--- src/rtl/standby_pkg.sv ---
// constants and types shared by the standby mode controller
package standby_pkg;
    // wake-up waits in clocks after a halt release
    localparam logic [3:0] WAIT_VECTORED = 4'h8;
    localparam logic [3:0] WAIT_NEXT = 4'h2;
    // stabilization select codes map to 2^(13+sel) oscillator cycles, sel 0..4
    localparam logic [2:0] STAB_SEL_RESET = 3'h4;
    localparam int STAB_BASE_LOG2 = 13;
    localparam logic [2:0] STAB_SEL_MAX = 3'h4;
    localparam int STAB_CNT_W = 18;

    typedef enum logic [4:0] {
        ST_RUN = 5'b00001,
        ST_HALT = 5'b00010,
        ST_STOP = 5'b00100,
        ST_STAB = 5'b01000,
        ST_WAKE = 5'b10000
    } standby_state_e;

    typedef enum logic [1:0] {
        EXIT_NEXT = 2'h0,
        EXIT_SERVICE = 2'h1,
        EXIT_RESET = 2'h2
    } exit_kind_e;
endpackage

--- src/rtl/standby_mode_controller.sv ---
// standby mode controller: halt and stop entry, release and peripheral parking
//
// Behaviour
// - halt instruction enters halt from either clock
// - unmasked interrupt releases halt; service or next
// - halt release to service waits 8-9 clocks
// - halt release to next instruction waits 2-3 clocks
// - non-maskable interrupt always releases halt, services
// - unmasked test input releases halt, next instruction
// - reset in halt gives normal reset processing
// - mask, priority, enable, in-service decide release outcome
// - stop entered only from main system clock
// - crystal output pulled up during stop
// - pending interrupt turns stop into halt, then stabilize
// - stop halts main oscillator, CPU; ports hold
// - 16-bit timer runs only on subsystem watch clock
// - 8-bit timers run only on external clock pins
// - watch timer runs only with subsystem clock selected
// - real-time port needs external trigger or timer pin
// - serial needs external clock; auto and UART stop
// - bus lines parked: hi-z, hold, strobe levels
// - stop released by interrupt, test input, reset only
// - interrupt stop release waits stabilization, then service/next
// - test input stop release waits stabilization, next instruction
// - reset in stop waits stabilization before reset processing
module standby_mode_controller
    import standby_pkg::*;
#(
    parameter int STAB_BASE = STAB_BASE_LOG2
) (
    input wire logic clk,
    input wire logic srst,
    input wire logic haltExec,
    input wire logic stopExec,
    input wire logic cpuOnSubsystemClock,
    input wire logic maskIrqRequest,
    input wire logic interrupt_mask_flag,
    input wire logic priority_select_flag,
    input wire logic interrupt_acknowledge_enable,
    input wire logic in_service_priority_flag,
    input wire logic nmiRequest,
    input wire logic testInput,
    input wire logic testMaskFlag,
    input wire logic resetRequest,
    input wire logic [2:0] stabilization_time_select,
    input wire logic subsystemClockPresent,
    input wire logic watchTimerOnSubsystemClock,
    input wire logic timer0OnWatchOutput,
    input wire logic timer1ExtClockSel,
    input wire logic timer2ExtClockSel,
    input wire logic timer5ExtClockSel,
    input wire logic timer6ExtClockSel,
    input wire logic realTimeExtTrigger,
    input wire logic serialExtClock,
    input wire logic serialAutoOrUart,
    input wire logic [7:0] busAddrDataOut,
    input wire logic [15:0] busAddrIn,
    input wire logic busAddrStrobeIn,
    input wire logic busReadIn,
    input wire logic busWriteIn,
    input wire logic busWaitOe,
    output logic cpuClockEnable,
    output logic mainOscEnable,
    output logic resumeNext,
    output logic startService,
    output logic startReset,
    output logic standbyHalt,
    output logic standbyStop,
    output logic crystalPullUp,
    output logic portLatchHold,
    output logic timer16RunEn,
    output logic timer12RunEn,
    output logic timer56RunEn,
    output logic watchTimerRunEn,
    output logic realTimePortRunEn,
    output logic serialRunEn,
    output logic [7:0] muxed_addr_data_lines_o,
    output logic muxed_addr_data_lines_oe,
    output logic [15:0] high_addr_lines,
    output logic addr_latch_strobe,
    output logic readStrobe,
    output logic writeStrobe,
    output logic waitPinOe
);
    // ------------------------------------------------------------------
    // release decoding
    // ------------------------------------------------------------------
    logic irqRelease;
    logic irqService;
    logic testRelease;
    logic anyStopRelease;

    always_comb begin
        irqRelease = maskIrqRequest && !interrupt_mask_flag;
        irqService = interrupt_acknowledge_enable &&
            (!priority_select_flag || in_service_priority_flag);
        testRelease = testInput && !testMaskFlag;
        anyStopRelease = irqRelease || testRelease || resetRequest;
    end

    // ------------------------------------------------------------------
    // state machine
    // ------------------------------------------------------------------
    standby_state_e state_r, state_nxt;
    exit_kind_e exitKind_r, exitKind_nxt;
    logic [STAB_CNT_W-1:0] stabCnt_r, stabCnt_nxt;
    logic [3:0] wakeCnt_r, wakeCnt_nxt;
    logic [2:0] stabSel;

    function automatic logic [STAB_CNT_W-1:0] stabLoad(input logic [2:0] sel);
        logic [2:0] s;
        s = (sel > STAB_SEL_MAX) ? STAB_SEL_MAX : sel;
        // clamp the select so long waits still fit the counter width
        stabLoad = STAB_CNT_W'((32'h1 << (STAB_BASE + 32'(s))) - 32'h1);
    endfunction

    always_comb begin
        stabSel = stabilization_time_select;
        state_nxt = state_r;
        exitKind_nxt = exitKind_r;
        stabCnt_nxt = stabCnt_r;
        wakeCnt_nxt = wakeCnt_r;
        case (state_r)
            ST_RUN: begin
                if (stopExec && !cpuOnSubsystemClock) begin
                    if (irqRelease) begin
                        // pending request: stop collapses to a halt and waits out
                        // the stabilization time before operating again
                        state_nxt = ST_STAB;
                        exitKind_nxt = irqService ? EXIT_SERVICE : EXIT_NEXT;
                        stabCnt_nxt = stabLoad(stabSel);
                    end else begin
                        state_nxt = ST_STOP;
                    end
                end else if (haltExec) begin
                    state_nxt = ST_HALT;
                end
            end
            ST_HALT: begin
                // reset first, then nmi, then maskable, then test input
                if (resetRequest) begin
                    state_nxt = ST_WAKE;
                    exitKind_nxt = EXIT_RESET;
                    wakeCnt_nxt = 4'h0;
                end else if (nmiRequest) begin
                    state_nxt = ST_WAKE;
                    exitKind_nxt = EXIT_SERVICE;
                    wakeCnt_nxt = WAIT_VECTORED - 4'h1;
                end else if (irqRelease) begin
                    state_nxt = ST_WAKE;
                    exitKind_nxt = irqService ? EXIT_SERVICE : EXIT_NEXT;
                    wakeCnt_nxt = irqService ? WAIT_VECTORED - 4'h1
                                             : WAIT_NEXT - 4'h1;
                end else if (testRelease) begin
                    state_nxt = ST_WAKE;
                    exitKind_nxt = EXIT_NEXT;
                    wakeCnt_nxt = WAIT_NEXT - 4'h1;
                end
            end
            ST_STOP: begin
                if (anyStopRelease) begin
                    state_nxt = ST_STAB;
                    stabCnt_nxt = stabLoad(stabSel);
                    if (resetRequest) begin
                        exitKind_nxt = EXIT_RESET;
                    end else if (irqRelease) begin
                        exitKind_nxt = irqService ? EXIT_SERVICE : EXIT_NEXT;
                    end else begin
                        exitKind_nxt = EXIT_NEXT;
                    end
                end
            end
            ST_STAB: begin
                if (stabCnt_r == '0) begin
                    state_nxt = ST_WAKE;
                    wakeCnt_nxt = 4'h0;
                end else begin
                    stabCnt_nxt = stabCnt_r - STAB_CNT_W'(1);
                end
            end
            ST_WAKE: begin
                if (wakeCnt_r == 4'h0) begin
                    state_nxt = ST_RUN;
                end else begin
                    wakeCnt_nxt = wakeCnt_r - 4'h1;
                end
            end
            default: begin
                state_nxt = ST_RUN;
            end
        endcase
    end

    always_ff @(posedge clk) begin
        if (srst) begin
            state_r <= ST_RUN;
            exitKind_r <= EXIT_NEXT;
            stabCnt_r <= '0;
            wakeCnt_r <= 4'h0;
        end else begin
            state_r <= state_nxt;
            exitKind_r <= exitKind_nxt;
            stabCnt_r <= stabCnt_nxt;
            wakeCnt_r <= wakeCnt_nxt;
        end
    end

    // ------------------------------------------------------------------
    // registered outputs
    // ------------------------------------------------------------------
    logic inStopNxt;
    logic standbyNxt;
    logic wakeDone;
    logic [7:0] adLatch_r, adLatch_nxt;
    logic [15:0] addrHold_r, addrHold_nxt;
    logic cpuClockEnable_nxt, mainOscEnable_nxt, resumeNext_nxt;
    logic startService_nxt, startReset_nxt, standbyHalt_nxt, standbyStop_nxt;
    logic crystalPullUp_nxt, portLatchHold_nxt, timer16RunEn_nxt;
    logic timer12RunEn_nxt, timer56RunEn_nxt, watchTimerRunEn_nxt;
    logic realTimePortRunEn_nxt, serialRunEn_nxt;
    logic [7:0] muxed_addr_data_lines_o_nxt;
    logic muxed_addr_data_lines_oe_nxt, addr_latch_strobe_nxt;
    logic readStrobe_nxt, writeStrobe_nxt, waitPinOe_nxt;
    logic [15:0] high_addr_lines_nxt;

    always_comb begin
        inStopNxt = (state_nxt == ST_STOP);
        standbyNxt = (state_nxt != ST_RUN);
        wakeDone = (state_r == ST_WAKE) && (wakeCnt_r == 4'h0);
        cpuClockEnable_nxt = !standbyNxt;
        mainOscEnable_nxt = !inStopNxt;
        resumeNext_nxt = wakeDone && exitKind_r == EXIT_NEXT;
        startService_nxt = wakeDone && exitKind_r == EXIT_SERVICE;
        startReset_nxt = wakeDone && exitKind_r == EXIT_RESET;
        standbyHalt_nxt = standbyNxt && !inStopNxt;
        standbyStop_nxt = inStopNxt;
        crystalPullUp_nxt = inStopNxt;
        portLatchHold_nxt = standbyNxt;
        timer16RunEn_nxt = !inStopNxt || (timer0OnWatchOutput &&
            watchTimerOnSubsystemClock && subsystemClockPresent);
        timer12RunEn_nxt = !inStopNxt || timer1ExtClockSel || timer2ExtClockSel;
        timer56RunEn_nxt = !inStopNxt || timer5ExtClockSel || timer6ExtClockSel;
        watchTimerRunEn_nxt = !inStopNxt ||
            (subsystemClockPresent && watchTimerOnSubsystemClock);
        realTimePortRunEn_nxt = !inStopNxt || realTimeExtTrigger ||
            timer1ExtClockSel || timer2ExtClockSel;
        serialRunEn_nxt = !inStopNxt || (serialExtClock && !serialAutoOrUart);
        // last run values are kept so the parked lines show the pre-entry state
        adLatch_nxt = standbyNxt ? adLatch_r : busAddrDataOut;
        addrHold_nxt = standbyNxt ? addrHold_r : busAddrIn;
        // bus lines park while in standby: address/data and wait float,
        // high address holds, strobe low, read and write inactive high
        muxed_addr_data_lines_o_nxt = standbyNxt ? adLatch_r : busAddrDataOut;
        muxed_addr_data_lines_oe_nxt = !standbyNxt;
        high_addr_lines_nxt = standbyNxt ? addrHold_r : busAddrIn;
        addr_latch_strobe_nxt = standbyNxt ? 1'b0 : busAddrStrobeIn;
        readStrobe_nxt = standbyNxt ? 1'b1 : busReadIn;
        writeStrobe_nxt = standbyNxt ? 1'b1 : busWriteIn;
        waitPinOe_nxt = standbyNxt ? 1'b0 : busWaitOe;
    end

    always_ff @(posedge clk) begin
        if (srst) begin
            cpuClockEnable <= 1'b1;
            mainOscEnable <= 1'b1;
            resumeNext <= 1'b0;
            startService <= 1'b0;
            startReset <= 1'b0;
            standbyHalt <= 1'b0;
            standbyStop <= 1'b0;
            crystalPullUp <= 1'b0;
            portLatchHold <= 1'b0;
            timer16RunEn <= 1'b1;
            timer12RunEn <= 1'b1;
            timer56RunEn <= 1'b1;
            watchTimerRunEn <= 1'b1;
            realTimePortRunEn <= 1'b1;
            serialRunEn <= 1'b1;
            muxed_addr_data_lines_o <= 8'h00;
            muxed_addr_data_lines_oe <= 1'b0;
            high_addr_lines <= 16'h0000;
            addr_latch_strobe <= 1'b0;
            readStrobe <= 1'b1;
            writeStrobe <= 1'b1;
            waitPinOe <= 1'b0;
            adLatch_r <= 8'h00;
            addrHold_r <= 16'h0000;
        end else begin
            cpuClockEnable <= cpuClockEnable_nxt;
            mainOscEnable <= mainOscEnable_nxt;
            resumeNext <= resumeNext_nxt;
            startService <= startService_nxt;
            startReset <= startReset_nxt;
            standbyHalt <= standbyHalt_nxt;
            standbyStop <= standbyStop_nxt;
            crystalPullUp <= crystalPullUp_nxt;
            portLatchHold <= portLatchHold_nxt;
            timer16RunEn <= timer16RunEn_nxt;
            timer12RunEn <= timer12RunEn_nxt;
            timer56RunEn <= timer56RunEn_nxt;
            watchTimerRunEn <= watchTimerRunEn_nxt;
            realTimePortRunEn <= realTimePortRunEn_nxt;
            serialRunEn <= serialRunEn_nxt;
            muxed_addr_data_lines_o <= muxed_addr_data_lines_o_nxt;
            muxed_addr_data_lines_oe <= muxed_addr_data_lines_oe_nxt;
            high_addr_lines <= high_addr_lines_nxt;
            addr_latch_strobe <= addr_latch_strobe_nxt;
            readStrobe <= readStrobe_nxt;
            writeStrobe <= writeStrobe_nxt;
            waitPinOe <= waitPinOe_nxt;
            adLatch_r <= adLatch_nxt;
            addrHold_r <= addrHold_nxt;
        end
    end
endmodule // standby_mode_controller

--- config.mk ---
export PLATFORM = sky130hd
export DESIGN_NAME = standby_mode_controller
export DESIGN_NICKNAME = d
export VERILOG_FILES = /design/src/rtl/standby_pkg.sv /design/src/rtl/standby_mode_controller.sv
export SDC_FILE = /design/constraint.sdc
export NUM_CORES = 1
export LEC_CHECK = 0
export BUFFER_PORTS_ARGS = -buffer_cell sky130_fd_sc_hd__buf_2
export CORE_ASPECT_RATIO = 1.1
export CORE_MARGIN = 2
export CORE_UTILIZATION = 25
export CTS_BUF_LIST = sky130_fd_sc_hd__clkbuf_8 sky130_fd_sc_hd__clkbuf_16
export CTS_CLUSTER_DIAMETER = 60
export CTS_CLUSTER_SIZE = 25
export DETAILED_ROUTE_END_ITERATION = 10
export PLACE_DENSITY = 0.53
export RECOVER_POWER = 25
export SLEW_MARGIN = 20
export SYNTH_ARGS = -nofsm -noshare
export SYNTH_HDL_FRONTEND = slang
export SYNTH_SLANG_ARGS = --single-unit
--- constraint.sdc ---
create_clock -name clk -period 2.45 [get_ports clk]
set_input_delay 0.245 -clock clk [delete_from_list [all_inputs] [get_ports clk]]
set_output_delay 0.245 -clock clk [all_outputs]
set_load 0.02 [all_outputs]
==> flow_summary_export.csv, run 1 <==
group,metric,value,unit
logic_synthesis,ys_ff_latch,72,
grt,grt_pass1_wl,16100,µm
cts,cts_buffers,9,
logic_synthesis,yosys_warnings,0,
drt,viasPerCell,4.85,
timing,worst_pin_slew,0.564,ns
timing,drv_slew,0,
logic_synthesis,syn_inst,426,
drt,first_pass_iters,4,
worst_hold_path,hold_class,"input port to flop",
drt,drt-total-wl,9980,µm
cts,ctsHoldBuffers,0,
place,place_congestion,0.776,
setup_path,r2r_cells,8,
setup_path,path_class,"flop to flop",
setup_path,rr_endpoint,"stabCnt_r[8]$_SDFFE_PP0P_",
drt,first_iter_violations,326,
drt,detail_route.wl_per_cell,13.6,µm
logic_synthesis,synth_xor_xnor_area_share,0.719,%
cts,path_clk_slew,0.06,ns
cts,cts_root_buf,"clkbuf_16",
drt,wl_met2,4590,µm
worst_hold_path,min_delay_path_depth,2,
timing,finClkSkew,0.00639,ns
die,initial_utilization,25.5,%
timing,max_freq,0.434,GHz
logic_synthesis,synth-simple-area-share,26.0,%
layout,design_area,4750,µm²
grt,grt_usage,12.6,%
logic_synthesis,synth_compound_area_share,19.2,%
grt,grt_pass1_vias,3316,
logic_synthesis,synth-async-reset-ratio,0,%
power_and_ir_drop,vdd_ir_drop_max,390,µV
place,post-place-ws,0.136,ns
grt,grt.overflow.total,0,
timing,rsz0062_at_grt,"false",
place,dpl_cell_area,4460,µm²
power_and_ir_drop,power.total,4.04,mW
logic_synthesis,syn_area,3650,µm²
die,core,14300,µm²
cts,cts_buffer_depth,2,
power_and_ir_drop,power_density,851,nW/µm²
die,die_y,131,µm
logic_synthesis,syn_nets,486,
setup_path,cp_max_fo,8,
worst_hold_path,hold_path_end,"timer56RunEn$_SDFF_PP1_",
run_status,status,"complete, no violations",
timing,setup_viol,0,
layout,final_nets,596,
logic_synthesis,synthFlopType,"dfxtp_1",
logic_synthesis,synth_top_area_share,39.5,%
drt,wl_met1,4580,µm
cts,clock_latency,0.33,ns
setup_path,required,2.67,ns
logic_synthesis,yosysUniqueCellTypes,71,
logic_synthesis,synth_top_area_cell,"dfxtp_1",
power_and_ir_drop,total_leakage_power,1.97,nW
timing,maxSlewHeadroom,61.4,%
layout,drive_above_1_share,24.2,%
setup_path,r2r_slack,0.14,ns
logic_synthesis,synthAdderAreaFrac,1.71,%
die,fp.dieW,119,µm
drt,met3WireLength,709,µm
setup_path,crit-reg2reg-launch,"state_r[2]$_SDFF_PP0_",
logic_synthesis,synth_top_family_by_area,"simple AND/OR/NAND/NOR gates",
place,dp_hpwl,7390,µm
grt,antenna_found_initial,0,
setup_path,end_kind,"flop",
die,design.die.area,15600,µm²
setup_path,cp-start-kind,"flop",
layout,fillers,1525,
logic_synthesis,synth-edff-count,0,
cts,cts_tree,"yes",
timing,setup_ws,0.144,ns
layout,syn_to_final_growth,29.9,%
cts,post_cts_buffers,0,
timing,hold_violations,0,
die,row_count,46,
cts,cts_sinks,72,
die,pin_count,99,
setup_path,cp.arrival,2.53,ns
grt,grt_max_degree,34,
logic_synthesis,synth.area.mux_share,7.71,%
timing,period_needed,2.31,ns
layout,antenna_cells,0,
drt,highest_layer,"met4",
logic_synthesis,synthTopCellsByArea,"dfxtp_1, nand2_1, mux2i_1",
drt,vias,3556,
place,placement.io_buffers,98,
cts,post_cts_resized,0,
timing,fin_tns_setup,0,ns
timing,fin_crit_sh,94.1,%
flow_run,max_cap_viol_count,0,
logic_synthesis,synth_area_per_cell,8.57,µm²
cts,cts_htree_levels,3,
worst_hold_path,min_from,"timer6ExtClockSel",
drt,drc,0,
logic_synthesis,yosysSeqAreaShare,39.5,%
drt,drtAntennaViolNets,0,
cells by family (layout without fill, tap and decap cells):
group / after synthesis / after routing
AND/OR/NAND/NOR: 181 / 181
XOR/XNOR: 3 / 3
multiplexers: 28 / 28
buffers and inverters: 39 / 154
AO/OA/AOI/OAI: 98 / 98
adder cells (fa/ha/maj): 5 / 5
flip-flops: 72 / 72
power by group:
group	internal, mW	switching, mW	total [mW]
clock network	0.894	0.510	1.40
logic	0.502	0.673	1.17
registers	1.33	0.126	1.46
routing by layer:
metal	vias up	GRT usage (%)
met5	-	0
met4	0	3.85
met3	9	3.43
met2	117	20.7
met1	1663	16.3
li1	1767	-
sequential cells by signal (all words and copies together) (netlist names), 2 cells and up:
signal / count
addrHold_r: 16
adLatch_r: 8
wakeCnt_r: 4
exitKind_r: 2
stabCnt_r: 18
state_r: 5
worst max-delay path, cell delays in order (launching register included):
cell	delay (ns)
dfxtp_1	0.36
or4b_4	0.61
nor2_4	0.14
nand2_1	0.09
ha_1	0.30
o31ai_2	0.17
a21oi_1	0.17
mux2i_1	0.16
a32o_1	0.22
stage by stage:
step                instances  utilization [%]  hold WS, ns
floorplan                 426                -        0.345
global placement          717             31.1        0.428
detailed placement        717             31.1        0.440
CTS                       733             33.4       0.0841
global route              733             33.1       0.0924
finish                    733             33.1       0.0980
synth_stat cells, types with 3 or more instances:
| cell type | n |
|---|---|
| o22ai_1 | 6 |
| dfxtp_1 | 72 |
| clkbuf_1 | 13 |
| buf_4 | 5 |
| ha_1 | 5 |
| buf_2 | 3 |
| nor3_1 | 15 |
| nand2_1 | 76 |
| a21oi_1 | 21 |
| a211oi_1 | 3 |
| o31ai_1 | 3 |
| inv_1 | 14 |
| o211ai_1 | 4 |
| a22oi_1 | 3 |
| nor4b_1 | 4 |
| mux2i_1 | 27 |
| a31oi_1 | 5 |
| o21ai_0 | 19 |
| o311ai_1 | 3 |
| a211o_1 | 4 |
| nand4_1 | 4 |
| nor4_1 | 7 |
| nand2b_1 | 5 |
| buf_6 | 3 |
| nor2_1 | 21 |
| and2_1 | 4 |
| nor2b_1 | 6 |
| nor3b_1 | 5 |
| nand3_1 | 9 |
| or3_1 | 5 |
worst max path at each step:
| stage | startpoint | endpoint | slack (ns) | depth (start not counted) |
|---|---|---|---|---|
| floorplan | state_r[3]$_SDFF_PP0_ | stabCnt_r[8]$_SDFFE_PP0P_ | 0.11 | 10 |
| global placement | state_r[3]$_SDFF_PP0_ | stabCnt_r[14]$_SDFFE_PP0P_ | 0.20 | 6 |
| detailed placement | state_r[3]$_SDFF_PP0_ | adLatch_r[3]$_SDFFE_PP0P_ | 0.14 | 6 |
| CTS | state_r[3]$_SDFF_PP0_ | stabCnt_r[8]$_SDFFE_PP0P_ | 0.11 | 8 |
| global route | state_r[2]$_SDFF_PP0_ | stabCnt_r[8]$_SDFFE_PP0P_ | 0.01 | 8 |
| finish | state_r[2]$_SDFF_PP0_ | stabCnt_r[8]$_SDFFE_PP0P_ | 0.14 | 8 |
layout make-up:
| class | count | area (µm²) | area share [%] |
|---|---|---|---|
| clock inverter | 7 | 95.1 | 2.00 |
| multi-input combinational | 315 | 2020 | 42.6 |
| clock buffer | 9 | 225 | 4.75 |
| inverter | 15 | 56.3 | 1.19 |
| tap | 192 | 240 | 5.06 |
| timing repair buffer | 123 | 667 | 14.1 |
| sequential | 72 | 1440 | 30.4 |
placed cells by master, fill, tap and decap left out, drive strengths merged, types with 9 or more instances in the layout:
cell type,netlist,routed
inv,15,18
nor2,23,23
nand3,9,9
nor3,18,18
o21ai,21,21
a21oi,22,22
dfxtp,72,72
mux2i,27,27
clkbuf,13,38
buf,11,94
nand2,76,76
Power figures use the tool's default switching activity.
==> inputs of run 2 (changes only) <==
--- a/config.mk
+++ b/config.mk
@@ -5,7 +5,6 @@
 export SDC_FILE = /design/constraint.sdc
 export NUM_CORES = 1
 export LEC_CHECK = 0
-export BUFFER_PORTS_ARGS = -buffer_cell sky130_fd_sc_hd__buf_2
 export CORE_ASPECT_RATIO = 1.1
 export CORE_MARGIN = 2
 export CORE_UTILIZATION = 25
@@ -13,7 +12,8 @@
 export CTS_CLUSTER_DIAMETER = 60
 export CTS_CLUSTER_SIZE = 25
 export DETAILED_ROUTE_END_ITERATION = 10
-export PLACE_DENSITY = 0.53
+export DONT_BUFFER_PORTS = 1
+export PLACE_DENSITY = 0.47
 export RECOVER_POWER = 25
 export SLEW_MARGIN = 20
 export SYNTH_ARGS = -nofsm -noshare
==> run 2 against run 1 <==
- cell count fell by 13%
- die area stayed put
- sequential power increased by 11%
- via count fell by 9.8%
- clock skew decreased by 0.0013 ns
- register-to-register slack improved by 0.07 ns
- maximum frequency up 3.2%
- non-clock buffer count is 97 lower
- clock power is 4% lower
- worst setup slack gained 0.072 ns
- largest cell class unchanged
- largest power group unchanged
==> flow_summary_export.csv, run 2 (synthesis gave the netlist of run 1 again) <==
group,metric,value,unit
setup_path,crit-reg2reg-launch,"state_r[2]$_SDFF_PP0_",
layout,final_common_cell,"nand2_1",
cts,cts_htree_levels,3,
grt,grt_usage,12.7,%
timing,drv_slew,0,
grt,grt_pass1_vias,3117,
drt,first_pass_iters,4,
timing,worst_pin_slew,0.646,ns
die,design.die.area,15600,µm²
place,placement.io_buffers,0,
power_and_ir_drop,vdd_ir_drop_max,475,µV
layout,fillers,1496,
cts,clock_latency,0.34,ns
die,fp.dieW,119,µm
cts,cts_sinks,72,
place,post-place-ws,0.151,ns
setup_path,endpoint,"stabCnt_r[8]$_SDFFE_PP0P_",
drt,vias,3209,
die,initial_utilization,25.5,%
setup_path,crit_chain,"or4b_4 > nor2_4 > nand2_1 > ha_2 > o31ai_2 > a21oi_1 > mux2i_1 > a32o_1",
timing,fin_crit_sh,91.2,%
setup_path,end_kind,"flop",
cts,cts_buffers,9,
die,row_count,46,
cts,cts_buffer_depth,2,
die,pin_count,99,
setup_path,cp.arrival,2.46,ns
timing,setup_viol,0,
grt,antenna_found_initial,0,
setup_path,path_class,"flop to flop",
timing,period_needed,2.23,ns
setup_path,cp_top_family,"simple AND/OR/NAND/NOR gates",
layout,final_nets,499,
layout,largest_registers,"stabCnt_r x18, addrHold_r x16, adLatch_r x8",
timing,fin_tns_setup,0,ns
layout,drive_above_1_share,13.1,%
cts,cts_tree,"yes",
cts,post_cts_buffers,0,
timing,finClkSkew,0.00508,ns
setup_path,crit_cells,8,
timing,max_freq,0.448,GHz
die,die_y,131,µm
drt,drtAntennaViolNets,0,
setup_path,required,2.67,ns
layout,final_cell_mix,"nand2_1, dfxtp_1, mux2i_1, nor2_1, a21oi_1",
flow_run,max_cap_viol_count,0,
timing,setup_ws,0.217,ns
power_and_ir_drop,total_leakage_power,1.65,nW
drt,viasPerCell,5.05,
grt,grt_pass1_wl,15800,µm
setup_path,path_buf_inv,0,
layout,largest_register,"stabCnt_r",
setup_path,crit_start,"state_r[2]$_SDFF_PP0_",
timing,maxSlewHeadroom,55.8,%
timing,rsz0062_at_grt,"false",
setup_path,cp_max_fo,8,
timing,hold_violations,0,
grt,grt_max_degree,44,
timing,whs,0.0159,ns
setup_path,cp-start-kind,"flop",
drt,first_iter_violations,320,
setup_path,r2r_cells,8,
setup_path,worst_path_max_delay_cell,"or4b_4",
place,place_congestion,0.837,
worst_hold_path,hold_class,"input port to flop",
drt,detail_route.wl_per_cell,15.2,µm
cts,path_clk_slew,0.06,ns
drt,drt-total-wl,9660,µm
place,dp_hpwl,6830,µm
layout,syn_to_final_growth,18.9,%
cts,cts_root_buf,"clkbuf_16",
setup_path,r2r_slack,0.22,ns
power_and_ir_drop,power_density,876,nW/µm²
layout,antenna_cells,0,
setup_path,rr_endpoint,"stabCnt_r[8]$_SDFFE_PP0P_",
drt,drc,0,
run_status,status,"complete, no violations",
layout,largest_reg_flops,18,
grt,grt.overflow.total,0,
setup_path,max_stage_delay,0.61,ns
die,core,14300,µm²
[run 2: changes by cell type in the layout (fill, tap and decap cells not counted), sizes merged]
cell and delta:
buf -75, clkbuf -28, inv -2, dlygate4sd3 +7
clkinvlp +2, bufinv -1
[run 2: metrics by stage]
step                      util (%)  total power [mW]  std cells  instance area [µm²]
final                         30.3              3.80        636                 4340
after global routing          30.3              4.01        636                 4340
after CTS                     30.3              3.86        636                 4340
after detailed placement      27.5              2.48        612                 3940
after global placement        27.5              2.47        612                 3940
after floorplan                  -              2.24        426                 3650
[run 2: layout make-up]
class / count / area [µm²] / area share [%]
clock buffer: 10 / 239 / 5.50
clock inverter: 6 / 67.6 / 1.56
inverter: 15 / 56.3 / 1.30
multi-input combinational: 315 / 2020 / 46.6
sequential: 72 / 1440 / 33.2
tap: 192 / 240 / 5.53
timing repair buffer: 26 / 275 / 6.34
[run 2: worst min-delay path by stage]
stage | startpoint | to | slack (ns) | depth (start not counted)
2_1_floorplan | serialAutoOrUart | serialRunEn$_SDFF_PP1_ | 0.35 | 1
3_3_place_gp | srst | stabCnt_r[15]$_SDFFE_PP0P_ | 0.32 | 1
3_5_place_dp | srst | stabCnt_r[15]$_SDFFE_PP0P_ | 0.33 | 1
4_1_cts | realTimeExtTrigger | realTimePortRunEn$_SDFF_PP1_ | 0.003 | 1
5_1_grt | srst | wakeCnt_r[2]$_SDFFE_PP0P_ | 0.01 | 1
6_report | srst | mainOscEnable$_SDFF_PP1_ | 0.02 | 2
[run 2: worst reg2reg max path, cell delays in order, from the launching register on]
cell and delay [ns]:
dfxtp_1 0.37, or4b_4 0.61, nor2_4 0.13, nand2_1 0.09, ha_2 0.25, o31ai_2 0.15, a21oi_1 0.16, mux2i_1 0.15
a32o_1 0.22
[run 2: routing by layer]
metal	vias to the layer above	global-route usage (%)	part of all wire, %
li1	1583	-	-
met5	-	0	0
met1	1481	15.4	42
met2	126	20.7	47
met3	19	3.52	9.3
met4	0	7.00	2.2
[run 2: timing repair]
action / in CTS / in global routing
resized for setup: 0 / 2
hold endpoints to repair: 28 / 0
setup endpoints to repair: 0 / 2
hold buffers: 8 / 0
[run 2: power by group]
part / switching, mW / total, mW / internal [mW]
sequential: 0.285 / 1.62 / 1.34
clock: 0.522 / 1.34 / 0.819
combinational: 0.454 / 0.844 / 0.390
total: 1.26 / 3.80 / 2.54
